===== config.mk =====
export PLATFORM = sky130hd
export DESIGN_NAME = gp_ports_top
export DESIGN_NICKNAME = d
export VERILOG_FILES = /design/src/pkg/gp_pkg.sv /design/src/pkg/gp_reg_if.sv /design/src/rtl/gp_ports_top.sv /design/src/rtl/gp_port_bank.sv /design/src/rtl/gp_bus_slave.sv
export VERILOG_INCLUDE_DIRS = /design/src /design/src/pkg
export SDC_FILE = /design/constraint.sdc
export NUM_CORES = 1
export LEC_CHECK = 0
export BUFFER_PORTS_ARGS = -buffer_cell sky130_fd_sc_hd__buf_2
export CAP_MARGIN = 0
export CORE_UTILIZATION = 35
export DETAILED_ROUTE_END_ITERATION = 7
export GPL_TIMING_DRIVEN = 1
export PLACE_DENSITY = 0.56
export SYNTH_ARGS = -nofsm -noshare
export SYNTH_HDL_FRONTEND = slang
export SYNTH_SLANG_ARGS = --single-unit

===== constraint.sdc =====
create_clock -name clk_in -period 6.18 [get_ports clk_in]
set_input_delay 1.545 -clock clk_in [delete_from_list [all_inputs] [get_ports clk_in]]
set_output_delay 1.545 -clock clk_in [all_outputs]
set_load 0.05 [all_outputs]

===== src/pkg/gp_ports_regs.svh =====
`ifndef GP_PORTS_REGS_SVH
`define GP_PORTS_REGS_SVH
// register indices; byte address is four times the index
`define GP_IDX_A_DATA 8'h00
`define GP_IDX_B_DATA 8'h01
`define GP_IDX_A_DIR 8'h02
`define GP_IDX_B_DIR 8'h03
`define GP_IDX_E_DATA 8'h08
`define GP_IDX_E_DIR 8'h09
`define GP_IDX_PULLUP_CTRL 8'h0c
`define GP_IDX_LOW_DRIVE 8'h0d
`define GP_IDX_P_DATA 8'h56
`define GP_IDX_P_DIR 8'h57
`define GP_IDX_AD_DATA 8'h6f
`define GP_IDX_T_DATA 8'hae
`define GP_IDX_T_DIR 8'haf
`define GP_IDX_DLC_DATA 8'hfe
`define GP_IDX_DLC_DIR 8'hff
// field positions in pullup_control_register and reduced_drive_register
`define GP_BIT_A 0
`define GP_BIT_B 1
`define GP_BIT_E 4
`define GP_MASK_CTRL 8'h13
// reset values and fixed masks
`define GP_RST_BYTE 8'h00
`define GP_E_FIXED_IN 8'h03
// bus responses and address split
`define GP_RESP_OKAY 2'b00
`define GP_RESP_SLVERR 2'b10
`define GP_IDX_LSB 2
`define GP_IDX_MSB 9
`endif


===== src/pkg/gp_pkg.sv =====
`default_nettype none
package gp_pkg;
  typedef enum logic [2:0] {
    MODE_SINGLE = 3'b001,
    MODE_EXPANDED = 3'b010,
    MODE_PERIPH = 3'b100
  } mode_e;
  typedef enum logic [2:0] {
    AX_IDLE = 3'b001,
    AX_WRESP = 3'b010,
    AX_RRESP = 3'b100
  } axi_state_e;
  typedef logic [7:0] byte_t;
endpackage
`default_nettype wire


===== src/pkg/gp_reg_if.sv =====
`default_nettype none
interface gp_reg_if;
  logic wr;
  logic rd;
  logic [7:0] idx;
  logic [7:0] wdata;
  logic [7:0] rdata;
  logic err;
  modport slave_side (output wr, rd, idx, wdata, input rdata, err);
  modport core_side (input wr, rd, idx, wdata, output rdata, err);
endinterface
`default_nettype wire


===== src/rtl/gp_ports_top.sv =====
// Contract
// RULE1 - data registers readable and writable any time; first and wide port data are unmapped outside single-chip
// RULE2 - per-pin direction, except analog and control 1:0
// RULE3 - all pins are inputs after reset
// RULE4 - expanded modes: first port carries address/data
// RULE5 - first port data unmapped in expanded/peripheral
// RULE6 - first two direction registers unmapped outside single-chip
// RULE7 - direction one drives output, zero makes input
// RULE8 - first port direction resets to zero
// RULE9 - pull-up bit pulls up all input pins
// RULE10 - pull-up inactive while port serves bus
// RULE11 - reduced-drive bit lowers port output strength
// RULE12 - reduced-drive register writable once per reset
// RULE13 - reduced-drive register unmapped in peripheral mode
// RULE14 - pulse modulator drives four low pulse pins
// RULE15 - timer pins general purpose unless timer-enabled
// RULE16 - data read: pin for inputs, latch for outputs
`default_nettype none
`include "gp_ports_regs.svh"
module gp_ports_top import gp_pkg::*; #(
  parameter int AW = 12,
  parameter int DLC_W = 7
) (
  input wire logic clk_in,
  input wire logic nrst_in,
  input wire logic [AW-1:0] awaddr_in,
  input wire logic awvalid_in,
  output logic awready_out,
  input wire logic [31:0] wdata_in,
  input wire logic [3:0] wstrb_in,
  input wire logic wvalid_in,
  output logic wready_out,
  output logic [1:0] bresp_out,
  output logic bvalid_out,
  input wire logic bready_in,
  input wire logic [AW-1:0] araddr_in,
  input wire logic arvalid_in,
  output logic arready_out,
  output logic [31:0] rdata_out,
  output logic [1:0] rresp_out,
  output logic rvalid_out,
  input wire logic rready_in,
  input wire logic [1:0] mode_in,
  input wire logic [15:0] ext_bus_in,
  input wire logic ext_bus_oe_in,
  input wire logic [3:0] pwm_enable_in,
  input wire logic [3:0] pwm_level_in,
  input wire logic [7:0] timer_enable_in,
  input wire logic [7:0] timer_level_in,
  input wire logic [7:0] timer_drive_in,
  input wire logic [7:0] first_port_pins_in,
  output logic [7:0] first_port_pins_out,
  output logic [7:0] first_port_pins_oe_out,
  output logic [7:0] first_port_pullup_out,
  output logic first_port_low_drive_out,
  input wire logic [7:0] wide_port_b_pins_in,
  output logic [7:0] wide_port_b_pins_out,
  output logic [7:0] wide_port_b_pins_oe_out,
  output logic [7:0] wide_port_b_pullup_out,
  output logic wide_port_b_low_drive_out,
  input wire logic [7:0] control_port_pins_in,
  output logic [7:0] control_port_pins_out,
  output logic [7:0] control_port_pins_oe_out,
  output logic [7:0] control_port_pullup_out,
  output logic control_port_low_drive_out,
  input wire logic [7:0] pulse_port_pins_in,
  output logic [7:0] pulse_port_pins_out,
  output logic [7:0] pulse_port_pins_oe_out,
  input wire logic [7:0] timer_port_pins_in,
  output logic [7:0] timer_port_pins_out,
  output logic [7:0] timer_port_pins_oe_out,
  input wire logic [DLC_W-1:0] link_port_pins_in,
  output logic [DLC_W-1:0] link_port_pins_out,
  output logic [DLC_W-1:0] link_port_pins_oe_out,
  input wire logic [7:0] analog_port_pins_in
);
  gp_reg_if rif ();
  mode_e mode;
  logic bus_mode;
  byte_t pullup_control_register, next_pullup_ctrl;
  byte_t reduced_drive_register, next_low_drive;
  logic low_drive_locked, next_locked;
  byte_t a_rd, b_rd, e_rd, p_rd, t_rd, a_dir, e_dir, p_dir, t_dir;
  logic [DLC_W-1:0] dlc_rd, dlc_dir;
  logic [8:0] wr_sel;
  byte_t rd_mux;

  function automatic mode_e decode_mode(input logic [1:0] m);
    case (m)
      2'b00: return MODE_SINGLE;
      2'b01: return MODE_EXPANDED;
      default: return MODE_PERIPH;
    endcase
  endfunction

  function automatic logic reg_mapped(input byte_t i, input mode_e m);
    case (i)
      `GP_IDX_A_DATA, `GP_IDX_B_DATA,
      `GP_IDX_A_DIR, `GP_IDX_B_DIR: return m == MODE_SINGLE; // RULE5 RULE6
      `GP_IDX_LOW_DRIVE: return m != MODE_PERIPH; // RULE13
      `GP_IDX_E_DATA, `GP_IDX_E_DIR, `GP_IDX_PULLUP_CTRL,
      `GP_IDX_P_DATA, `GP_IDX_P_DIR, `GP_IDX_AD_DATA,
      `GP_IDX_T_DATA, `GP_IDX_T_DIR,
      `GP_IDX_DLC_DATA, `GP_IDX_DLC_DIR: return 1'b1; // RULE1
      default: return 1'b0;
    endcase
  endfunction

  function automatic logic we(input byte_t i, input logic [8:0] s);
    return s[8] && (s[7:0] == i);
  endfunction

  assign mode = decode_mode(mode_in);
  assign bus_mode = (mode != MODE_SINGLE);
  assign rif.err = !reg_mapped(rif.idx, mode);
  assign rif.rdata = rd_mux;
  assign wr_sel = {rif.wr && reg_mapped(rif.idx, mode), rif.idx};

  gp_bus_slave #(.AW(AW)) u_slave (
    .clk_in(clk_in), .nrst_in(nrst_in),
    .awaddr_in(awaddr_in), .awvalid_in(awvalid_in),
    .awready_out(awready_out), .wdata_in(wdata_in),
    .wstrb_in(wstrb_in), .wvalid_in(wvalid_in), .wready_out(wready_out),
    .bresp_out(bresp_out), .bvalid_out(bvalid_out), .bready_in(bready_in),
    .araddr_in(araddr_in), .arvalid_in(arvalid_in),
    .arready_out(arready_out), .rdata_out(rdata_out),
    .rresp_out(rresp_out), .rvalid_out(rvalid_out),
    .rready_in(rready_in), .rif(rif)
  );

  always_comb begin
    next_pullup_ctrl = pullup_control_register;
    next_low_drive = reduced_drive_register;
    next_locked = low_drive_locked;
    if (we(`GP_IDX_PULLUP_CTRL, wr_sel)) begin
      next_pullup_ctrl = rif.wdata & `GP_MASK_CTRL;
    end
    if (we(`GP_IDX_LOW_DRIVE, wr_sel)) begin
      next_locked = 1'b1; // RULE12
      if (!low_drive_locked) begin
        next_low_drive = rif.wdata & `GP_MASK_CTRL; // RULE12
      end
    end
  end

  always_ff @(posedge clk_in) begin
    if (!nrst_in) begin
      pullup_control_register <= `GP_RST_BYTE;
      reduced_drive_register <= `GP_RST_BYTE;
      low_drive_locked <= 1'b0;
    end else begin
      pullup_control_register <= next_pullup_ctrl;
      reduced_drive_register <= next_low_drive;
      low_drive_locked <= next_locked;
    end
  end

  always_comb begin
    case (rif.idx)
      `GP_IDX_A_DATA: rd_mux = a_rd;
      `GP_IDX_B_DATA: rd_mux = b_rd;
      `GP_IDX_A_DIR: rd_mux = a_dir;
      `GP_IDX_B_DIR: rd_mux = wide_port_b_pins_oe_out;
      `GP_IDX_E_DATA: rd_mux = e_rd;
      `GP_IDX_E_DIR: rd_mux = e_dir;
      `GP_IDX_PULLUP_CTRL: rd_mux = pullup_control_register;
      `GP_IDX_LOW_DRIVE: rd_mux = reduced_drive_register;
      `GP_IDX_P_DATA: rd_mux = p_rd;
      `GP_IDX_P_DIR: rd_mux = p_dir;
      `GP_IDX_AD_DATA: rd_mux = analog_port_pins_in; // RULE2
      `GP_IDX_T_DATA: rd_mux = t_rd;
      `GP_IDX_T_DIR: rd_mux = t_dir;
      `GP_IDX_DLC_DATA: rd_mux = {{(8 - DLC_W){1'b0}}, dlc_rd};
      `GP_IDX_DLC_DIR: rd_mux = {{(8 - DLC_W){1'b0}}, dlc_dir};
      default: rd_mux = `GP_RST_BYTE;
    endcase
  end

  // first port and wide port carry the external bus outside single-chip
  gp_port_bank #(.W(8)) u_port_a (
    .clk_in(clk_in), .nrst_in(nrst_in),
    .data_we_in(we(`GP_IDX_A_DATA, wr_sel)),
    .dir_we_in(we(`GP_IDX_A_DIR, wr_sel)),
    .wdata_in(rif.wdata), .alt_sel_in({8{bus_mode}}), // RULE4
    .alt_out_in(ext_bus_in[7:0]), .alt_oe_in({8{ext_bus_oe_in}}),
    .pull_en_in(pullup_control_register[`GP_BIT_A] && !bus_mode), // RULE10
    .low_en_in(reduced_drive_register[`GP_BIT_A]), // RULE11
    .pin_in(first_port_pins_in), .pin_out(first_port_pins_out),
    .pin_oe_out(first_port_pins_oe_out),
    .pull_out(first_port_pullup_out), .low_out(first_port_low_drive_out),
    .rd_data_out(a_rd), .dir_out(a_dir)
  );

  gp_port_bank #(.W(8)) u_port_b (
    .clk_in(clk_in), .nrst_in(nrst_in),
    .data_we_in(we(`GP_IDX_B_DATA, wr_sel)),
    .dir_we_in(we(`GP_IDX_B_DIR, wr_sel)),
    .wdata_in(rif.wdata), .alt_sel_in({8{bus_mode}}),
    .alt_out_in(ext_bus_in[15:8]), .alt_oe_in({8{ext_bus_oe_in}}),
    .pull_en_in(pullup_control_register[`GP_BIT_B] && !bus_mode),
    .low_en_in(reduced_drive_register[`GP_BIT_B]),
    .pin_in(wide_port_b_pins_in), .pin_out(wide_port_b_pins_out),
    .pin_oe_out(wide_port_b_pins_oe_out),
    .pull_out(wide_port_b_pullup_out), .low_out(wide_port_b_low_drive_out),
    .rd_data_out(b_rd), .dir_out()
  );

  gp_port_bank #(.W(8), .FIXED_IN(`GP_E_FIXED_IN)) u_port_e (
    .clk_in(clk_in), .nrst_in(nrst_in),
    .data_we_in(we(`GP_IDX_E_DATA, wr_sel)),
    .dir_we_in(we(`GP_IDX_E_DIR, wr_sel)),
    .wdata_in(rif.wdata), .alt_sel_in(8'h00), .alt_out_in(8'h00),
    .alt_oe_in(8'h00), .pull_en_in(pullup_control_register[`GP_BIT_E]),
    .low_en_in(reduced_drive_register[`GP_BIT_E]),
    .pin_in(control_port_pins_in), .pin_out(control_port_pins_out),
    .pin_oe_out(control_port_pins_oe_out),
    .pull_out(control_port_pullup_out),
    .low_out(control_port_low_drive_out), .rd_data_out(e_rd),
    .dir_out(e_dir)
  );

  gp_port_bank #(.W(8)) u_port_p (
    .clk_in(clk_in), .nrst_in(nrst_in),
    .data_we_in(we(`GP_IDX_P_DATA, wr_sel)),
    .dir_we_in(we(`GP_IDX_P_DIR, wr_sel)),
    .wdata_in(rif.wdata), .alt_sel_in({4'h0, pwm_enable_in}), // RULE14
    .alt_out_in({4'h0, pwm_level_in}), .alt_oe_in({4'h0, pwm_enable_in}),
    .pull_en_in(1'b0), .low_en_in(1'b0),
    .pin_in(pulse_port_pins_in), .pin_out(pulse_port_pins_out),
    .pin_oe_out(pulse_port_pins_oe_out), .pull_out(), .low_out(),
    .rd_data_out(p_rd), .dir_out(p_dir)
  );

  gp_port_bank #(.W(8)) u_port_t (
    .clk_in(clk_in), .nrst_in(nrst_in),
    .data_we_in(we(`GP_IDX_T_DATA, wr_sel)),
    .dir_we_in(we(`GP_IDX_T_DIR, wr_sel)),
    .wdata_in(rif.wdata), .alt_sel_in(timer_enable_in), // RULE15
    .alt_out_in(timer_level_in), .alt_oe_in(timer_drive_in),
    .pull_en_in(1'b0), .low_en_in(1'b0),
    .pin_in(timer_port_pins_in), .pin_out(timer_port_pins_out),
    .pin_oe_out(timer_port_pins_oe_out), .pull_out(), .low_out(),
    .rd_data_out(t_rd), .dir_out(t_dir)
  );

  gp_port_bank #(.W(DLC_W)) u_port_dlc (
    .clk_in(clk_in), .nrst_in(nrst_in),
    .data_we_in(we(`GP_IDX_DLC_DATA, wr_sel)),
    .dir_we_in(we(`GP_IDX_DLC_DIR, wr_sel)),
    .wdata_in(rif.wdata[DLC_W-1:0]), .alt_sel_in('0), .alt_out_in('0),
    .alt_oe_in('0), .pull_en_in(1'b0), .low_en_in(1'b0),
    .pin_in(link_port_pins_in), .pin_out(link_port_pins_out),
    .pin_oe_out(link_port_pins_oe_out), .pull_out(), .low_out(),
    .rd_data_out(dlc_rd), .dir_out(dlc_dir)
  );

  // checks
  property p_dir_reset;
    @(posedge clk_in) $rose(nrst_in) |->
      a_dir == 8'h00 && first_port_pins_oe_out == 8'h00;
  endproperty
  a_dir_reset: assert property (p_dir_reset) // RULE8
    else $error("first port not input after reset");

  property p_dir_write;
    @(posedge clk_in) disable iff (!nrst_in)
    (we(`GP_IDX_A_DIR, wr_sel) && mode == MODE_SINGLE) ##1
    (mode == MODE_SINGLE) |-> first_port_pins_oe_out == $past(rif.wdata);
  endproperty
  a_dir_write: assert property (p_dir_write) // RULE7
    else $error("direction write did not set pin drive");

  property p_unmapped;
    @(posedge clk_in) disable iff (!nrst_in)
    (rif.rd && mode != MODE_SINGLE &&
     (rif.idx == `GP_IDX_A_DATA || rif.idx == `GP_IDX_A_DIR))
      |=> rvalid_out && rresp_out == `GP_RESP_SLVERR;
  endproperty
  a_unmapped: assert property (p_unmapped) // RULE5
    else $error("first port register visible in bus mode");

  property p_write_once;
    @(posedge clk_in) disable iff (!nrst_in)
    (low_drive_locked && rif.wr) |=> $stable(reduced_drive_register);
  endproperty
  a_write_once: assert property (p_write_once) // RULE12
    else $error("reduced drive register changed twice");

  property p_low_drive_periph;
    @(posedge clk_in) disable iff (!nrst_in)
    (rif.rd && rif.idx == `GP_IDX_LOW_DRIVE && mode == MODE_PERIPH)
      |=> rvalid_out && rresp_out == `GP_RESP_SLVERR;
  endproperty
  a_low_drive_periph: assert property (p_low_drive_periph) // RULE13
    else $error("reduced drive register mapped in peripheral mode");

  property p_pull_bus;
    @(posedge clk_in) disable iff (!nrst_in)
    bus_mode |=> first_port_pullup_out == 8'h00;
  endproperty
  a_pull_bus: assert property (p_pull_bus) // RULE10
    else $error("pull-ups active in bus mode");

  property p_pwm;
    @(posedge clk_in) disable iff (!nrst_in)
    pwm_enable_in[0] |=> pulse_port_pins_oe_out[0] &&
      pulse_port_pins_out[0] == $past(pwm_level_in[0]);
  endproperty
  a_pwm: assert property (p_pwm) // RULE14
    else $error("pulse pin not driven by modulator");

  property p_e_input_only;
    @(posedge clk_in) disable iff (!nrst_in)
    control_port_pins_oe_out[1:0] == 2'b00;
  endproperty
  a_e_input_only: assert property (p_e_input_only) // RULE2
    else $error("input-only control pin driven");

  property p_read_pin;
    @(posedge clk_in) disable iff (!nrst_in)
    (rif.rd && rif.idx == `GP_IDX_A_DATA && mode == MODE_SINGLE &&
     a_dir == 8'h00) |=> rdata_out[7:0] == $past(first_port_pins_in);
  endproperty
  a_read_pin: assert property (p_read_pin) // RULE16
    else $error("input pin level not returned");

  c_write: cover property (@(posedge clk_in) bvalid_out && bready_in);
  c_read: cover property (@(posedge clk_in) rvalid_out && rready_in);
  c_lock: cover property (@(posedge clk_in) low_drive_locked && rif.wr);
  c_bus: cover property (@(posedge clk_in) bus_mode && rif.err);
endmodule
`default_nettype wire


===== src/rtl/gp_port_bank.sv =====
`default_nettype none
module gp_port_bank import gp_pkg::*; #(
  parameter int W = 8,
  parameter logic [W-1:0] FIXED_IN = '0
) (
  input wire logic clk_in,
  input wire logic nrst_in,
  input wire logic data_we_in,
  input wire logic dir_we_in,
  input wire logic [W-1:0] wdata_in,
  input wire logic [W-1:0] alt_sel_in,
  input wire logic [W-1:0] alt_out_in,
  input wire logic [W-1:0] alt_oe_in,
  input wire logic pull_en_in,
  input wire logic low_en_in,
  input wire logic [W-1:0] pin_in,
  output logic [W-1:0] pin_out,
  output logic [W-1:0] pin_oe_out,
  output logic [W-1:0] pull_out,
  output logic low_out,
  output logic [W-1:0] rd_data_out,
  output logic [W-1:0] dir_out
);
  logic [W-1:0] data;
  logic [W-1:0] dir;
  logic [W-1:0] next_data;
  logic [W-1:0] next_dir;
  logic [W-1:0] next_oe;
  logic [W-1:0] next_out;
  logic [W-1:0] next_pull;

  always_comb begin
    next_data = data_we_in ? wdata_in : data; // RULE1
    next_dir = (dir_we_in ? wdata_in : dir) & ~FIXED_IN; // RULE2 RULE7
    next_oe = (alt_sel_in & alt_oe_in) | (~alt_sel_in & next_dir);
    next_out = (alt_sel_in & alt_out_in) | (~alt_sel_in & next_data);
    next_pull = pull_en_in ? ~next_oe : '0; // RULE9
  end

  always_ff @(posedge clk_in) begin
    if (!nrst_in) begin
      data <= '0;
      dir <= '0; // RULE3 RULE8
      pin_out <= '0;
      pin_oe_out <= '0;
      pull_out <= '0;
      low_out <= 1'b0;
    end else begin
      data <= next_data;
      dir <= next_dir;
      pin_out <= next_out;
      pin_oe_out <= next_oe;
      pull_out <= next_pull;
      low_out <= low_en_in; // RULE11
    end
  end

  // pin level for inputs, latch for outputs
  assign rd_data_out = (dir & data) | (~dir & pin_in); // RULE16
  assign dir_out = dir;
endmodule
`default_nettype wire


===== src/rtl/gp_bus_slave.sv =====
`default_nettype none
`include "gp_ports_regs.svh"
module gp_bus_slave import gp_pkg::*; #(
  parameter int AW = 12
) (
  input wire logic clk_in,
  input wire logic nrst_in,
  input wire logic [AW-1:0] awaddr_in,
  input wire logic awvalid_in,
  output logic awready_out,
  input wire logic [31:0] wdata_in,
  input wire logic [3:0] wstrb_in,
  input wire logic wvalid_in,
  output logic wready_out,
  output logic [1:0] bresp_out,
  output logic bvalid_out,
  input wire logic bready_in,
  input wire logic [AW-1:0] araddr_in,
  input wire logic arvalid_in,
  output logic arready_out,
  output logic [31:0] rdata_out,
  output logic [1:0] rresp_out,
  output logic rvalid_out,
  input wire logic rready_in,
  gp_reg_if.slave_side rif
);
  axi_state_e state, next_state;
  logic aw_held, next_aw_held, w_held, next_w_held;
  logic [AW-1:0] waddr, next_waddr;
  byte_t wbyte, next_wbyte;
  logic wlane, next_wlane;
  logic next_awready, next_wready, next_arready;
  logic next_bvalid, next_rvalid;
  logic [1:0] next_bresp, next_rresp;
  logic [31:0] next_rdata;
  logic wr_fire, rd_fire;

  function automatic logic in_range(input logic [AW-1:0] a);
    return (a >> (`GP_IDX_MSB + 1)) == '0;
  endfunction

  assign wr_fire = (state == AX_IDLE) && aw_held && w_held;
  assign rd_fire = arvalid_in && arready_out;
  assign rif.wr = wr_fire && in_range(waddr) && wlane;
  assign rif.rd = rd_fire && in_range(araddr_in);
  assign rif.idx = wr_fire ? waddr[`GP_IDX_MSB:`GP_IDX_LSB]
                           : araddr_in[`GP_IDX_MSB:`GP_IDX_LSB];
  assign rif.wdata = wbyte;

  always_comb begin
    next_state = state;
    next_aw_held = aw_held;
    next_w_held = w_held;
    next_waddr = waddr;
    next_wbyte = wbyte;
    next_wlane = wlane;
    next_bvalid = bvalid_out;
    next_bresp = bresp_out;
    next_rvalid = rvalid_out;
    next_rresp = rresp_out;
    next_rdata = rdata_out;
    if (awvalid_in && awready_out) begin
      next_aw_held = 1'b1;
      next_waddr = awaddr_in;
    end
    if (wvalid_in && wready_out) begin
      next_w_held = 1'b1;
      next_wbyte = wdata_in[7:0];
      next_wlane = wstrb_in[0];
    end
    case (state)
      AX_IDLE: begin
        if (wr_fire) begin
          next_aw_held = 1'b0;
          next_w_held = 1'b0;
          next_bvalid = 1'b1;
          next_bresp = (in_range(waddr) && !rif.err) ? `GP_RESP_OKAY
                                                     : `GP_RESP_SLVERR;
          next_state = AX_WRESP;
        end else if (rd_fire) begin
          next_rvalid = 1'b1;
          if (in_range(araddr_in) && !rif.err) begin
            next_rdata = {24'h00_0000, rif.rdata};
            next_rresp = `GP_RESP_OKAY;
          end else begin
            next_rdata = 32'h0000_0000;
            next_rresp = `GP_RESP_SLVERR;
          end
          next_state = AX_RRESP;
        end
      end
      AX_WRESP: begin
        if (bready_in) begin
          next_bvalid = 1'b0;
          next_state = AX_IDLE;
        end
      end
      AX_RRESP: begin
        if (rready_in) begin
          next_rvalid = 1'b0;
          next_state = AX_IDLE;
        end
      end
      default: next_state = AX_IDLE;
    endcase
    next_awready = !next_aw_held;
    next_wready = !next_w_held;
    next_arready = (next_state == AX_IDLE) && !(next_aw_held && next_w_held);
  end

  always_ff @(posedge clk_in) begin
    if (!nrst_in) begin
      state <= AX_IDLE;
      aw_held <= 1'b0;
      w_held <= 1'b0;
      waddr <= '0;
      wbyte <= `GP_RST_BYTE;
      wlane <= 1'b0;
      awready_out <= 1'b0;
      wready_out <= 1'b0;
      arready_out <= 1'b0;
      bvalid_out <= 1'b0;
      bresp_out <= `GP_RESP_OKAY;
      rvalid_out <= 1'b0;
      rresp_out <= `GP_RESP_OKAY;
      rdata_out <= 32'h0000_0000;
    end else begin
      state <= next_state;
      aw_held <= next_aw_held;
      w_held <= next_w_held;
      waddr <= next_waddr;
      wbyte <= next_wbyte;
      wlane <= next_wlane;
      awready_out <= next_awready;
      wready_out <= next_wready;
      arready_out <= next_arready;
      bvalid_out <= next_bvalid;
      bresp_out <= next_bresp;
      rvalid_out <= next_rvalid;
      rresp_out <= next_rresp;
      rdata_out <= next_rdata;
    end
  end
endmodule
`default_nettype wire


==> impl_results.md <==
- Hold Vio Cnt, Final: 0
- Total gr overflow: 0
- Reg2reg setup slack: approximately 2.3 ns
- DIE AREA: 29200 µm²
- Pre-CTS WS: 1.55 ns
- Ys async rst share: 0%
- Final slew viol count: 0
- CTS Buf Count: 26
- HP Start: u_slave.rvalid_out$_SDFFE_PN0P_
- Clock power share: 46.3%
- FMAX: 0.237 GHz
- Crit share post-route: 68.1%
- Initial drt markers: 934
- Cell Pwr Density: 278 nW/µm²
- Synth area leader: dfxtp_1
- Seq pwr share: 43.3%
- Worst endpoint required time: 6.50 ns
- Post-CTS Setup Repair Bufs: 0
- Core Area: 27900 µm²
- Synth unique cells: slightly above 70
- Die Height: ~170 µm
- Routability cong.: 0.889
- Worst min path class: register to register
- CTS Hold Bufs: 0
- Clk sinks: between 200 and 250
- Nets@finish: roughly 1600
- Reg area: 4400 µm²
- Starting density of the core: around 36%
- Gate Count Post-Synth: 1153
- DR WL/cell: roughly 22 µm
- Die Wd: 171 µm
- Maximum fanout along the worst path: 14
- Logic pwr share: 10.4%
- RR Endpoint: u_slave.rdata_out[1]$_SDFFE_PN0P_
- EDFF count, synth: 0
- Vias/cell: 5.45
- Fillcell total: 2836
- Worst path max stage delay: 0.74 ns
- Placed Instances: about 1700
- Setup TNS: 0 ns
- Placed instance area: 11500 µm²
- MaxCap Viol Count: 0
- Switching pwr: 924 µW
- Worst-margin pin slew: 1.15 ns
- Internal Power: 2510 µW
- WL final: 38700 µm
- GRT Overall Usage: around a quarter
- Status: finished clean
- CTS tree: built
- Biggest register: u_slave.waddr
- Max_slew headroom: 23.0%
- Worst setup EP type: register
- Drt pass-1 iters: 7
- ANT cells: 0
- Latest clock arrival within the worst-skew pair: 0.54 ns
- Peak VDD IR: 214 µV
- Port Buf Inserts: 275
- Vias in the first global route: 9148
- Hold Path Sink: u_slave.rvalid_out$_SDFFE_PN0P_
- Clock buffer depth: 3
- Hold path depth: 2
- Pleak: 0.00530 µW
- Multi-input logic area: 5010 µm²
- Hold slack final: 0.451 ns
- Fin crit period: around 4.2 ns
- Post-Synthesis Cell Area: 9990 µm²
- Data arrival, critical path: 4.53 ns
- Initial antenna violation count: 1
- Critical path class: input port to register
- Cell count of the worst reg-to-reg path: 8
- Routed vias: 9755
- Critical path's slowest cell: o21ai_0
- DRC Markers: 0
- Post-CTS Resized: 0
- I/O pins: 335
- Most used DFF post-synth: dfxtp_1
- Final HPWL DP: 28200 µm
- Avg Cell Area, Syn: 8.67 µm²
- Non-Filler Instances: 1789
- Sequential fraction of the synthesis area: 44.1%
- FF+latch count, synth: 220
- Detail Route Antenna Nets: 0
- Synth Warn #: 0
- RSZ-0062 raised after global routing: no
- First-pass GRT wire length: 56100 µm
- Fin Clk Skew: 0.0204 ns
- Area contributors post-synth: dfxtp_1 (44%), nand2_1 (5.7%), mux2i_1 (5.1%), a21oi_1 (4.7%), nor2_1 (3.3%)
- Largest net degree at the start of global routing: between 70 and 80
- FF-to-FF Start: u_slave.state[0]$_SDFF_PN1_
- # rows: 61
- Final setup fails: 0
- Worst path cell trace: buf_2 > nor4_4 > nand2_1 > o21ai_0 > o21a_1 > nand2_1 > o211ai_1 > o211ai_1
- Max FFs per register: 10
- Sw Ratio: 26.9%
- Area grow syn2layout: 23.8%
- Synth top area share: 44.1%
- Root Driver: clkbuf_16
- Crit start category: input port
- Worst setup slack after layout: approximately 2 ns
- Share of post-route cells with drive strength above 1: approximately 28%
- Clock transition at path regs: 0.06 ns
- CTS HTree Levels: 1
- Finished Cell Area: roughly 12000 µm²
[placed cells by master (no fill, tap or decap), types with 7 or more instances in the layout]
cell type  count
inv_1         19
a22o_1         7
o211ai_1      23
nor2b_1        8
buf_4         20
nand3_1       55
o21ai_0       43
conb_1        28
dfxtp_1      220
and2_1        15
nand4_1       38
clkinv_2       7
a21o_1         7
mux2_2        22
mux2i_1       49
nor3_1         9
buf_2        275
a31oi_1       23
clkbuf_16     26
nand2_1      152
and3b_1       15
nor2_1        86
o21a_1        18
o21ai_1       23
a21oi_1       94
a32oi_1       11
[cell families (layout without fill, tap and decap cells)]
group           after synthesis  count (layout)  share of synthesized area, %
xor+xnor                      1               1                        0.0877
flops                       220             220                          44.1
simple gates                430             430                          21.7
mux                          75              75                          7.88
other cells                   1              28                        0.0375
buf+inv                     131             362                          7.02
compound gates              295             295                          19.2
[cells in the mapped netlist, types with 5 or more instances]
| cell | count |
|---|---|
| buf_6 | 5 |
| a21oi_1 | 94 |
| and2_1 | 15 |
| o211ai_2 | 5 |
| nor2b_1 | 8 |
| clkbuf_1 | 49 |
| o21ai_1 | 23 |
| mux2i_1 | 51 |
| nand2_1 | 152 |
| a32oi_1 | 11 |
| a222oi_1 | 5 |
| a221oi_1 | 6 |
| o21a_1 | 18 |
| buf_2 | 12 |
| inv_1 | 19 |
| buf_4 | 39 |
| nand3_1 | 55 |
| a22oi_1 | 6 |
| o211ai_1 | 23 |
| a21o_1 | 7 |
| mux2_2 | 22 |
| nor3b_1 | 5 |
| nor3_1 | 10 |
| o21ai_0 | 43 |
| nor4_1 | 6 |
| nand4b_1 | 5 |
| buf_1 | 5 |
| dfxtp_1 | 220 |
| nor2_1 | 88 |
| a22o_1 | 7 |
| nand3b_1 | 6 |
| nand4_1 | 38 |
| a31oi_1 | 23 |
| and3b_1 | 15 |
[worst max path at each step]
stage | slack, ns | endpoint | startpoint | cells after the start
after global routing | 1.81 | u_port_a.pin_oe_out[5]$_SDFF_PN0_ | araddr_in[6] | 8
after global placement | 1.63 | u_port_a.pin_oe_out[2]$_SDFF_PN0_ | araddr_in[6] | 8
after detailed placement | 1.55 | u_port_a.pin_oe_out[6]$_SDFF_PN0_ | araddr_in[6] | 8
after CTS | 2.10 | u_port_a.pin_oe_out[6]$_SDFF_PN0_ | araddr_in[6] | 8
final | 1.97 | u_port_a.pin_oe_out[5]$_SDFF_PN0_ | araddr_in[6] | 8
after floorplan | 2.68 | u_port_b.pin_oe_out[0]$_SDFF_PN0_ | araddr_in[9] | 10
[critical path, delay by kind of cell]
kind / cells / cell delay [ns]
AO/OA/AOI/OAI: 4 / 1.71
AND/OR/NAND/NOR: 3 / 1.12
buffers and inverters: 1 / 0.14
[routing by layer]
metal	global-route usage, %	routed length, µm
met1	33.8	16500
met2	40.1	17000
met3	7.01	3840
met4	9.43	1400
met5	0	13
[stage by stage]
step                total power (µW)  util (%)
global route                    3540      44.3
finish                          3440      44.3
floorplan                       1750         -
global placement                1870      41.1
CTS                             3450      44.3
detailed placement              1870      41.1
[final cells by class]
class                      instances  share of cell area [%]
multi-input combinational        829                    40.5
sequential                       220                    35.6
timing repair buffer             295                    12.3
clock buffer                      33                    5.63
tap                              378                    3.82
clock inverter                    14                    1.51
inverter                          20                   0.627
[power by group through the flow]
stage	clock, µW	sequential [µW]	combinational [µW]
2_1_floorplan	0	1580	170
3_3_place_gp	0	1520	352
3_5_place_dp	0	1520	352
4_1_cts	1610	1490	354
5_1_grt	1670	1490	378
6_report	1590	1490	357
Note: power is estimated with default switching activity, not from simulation.
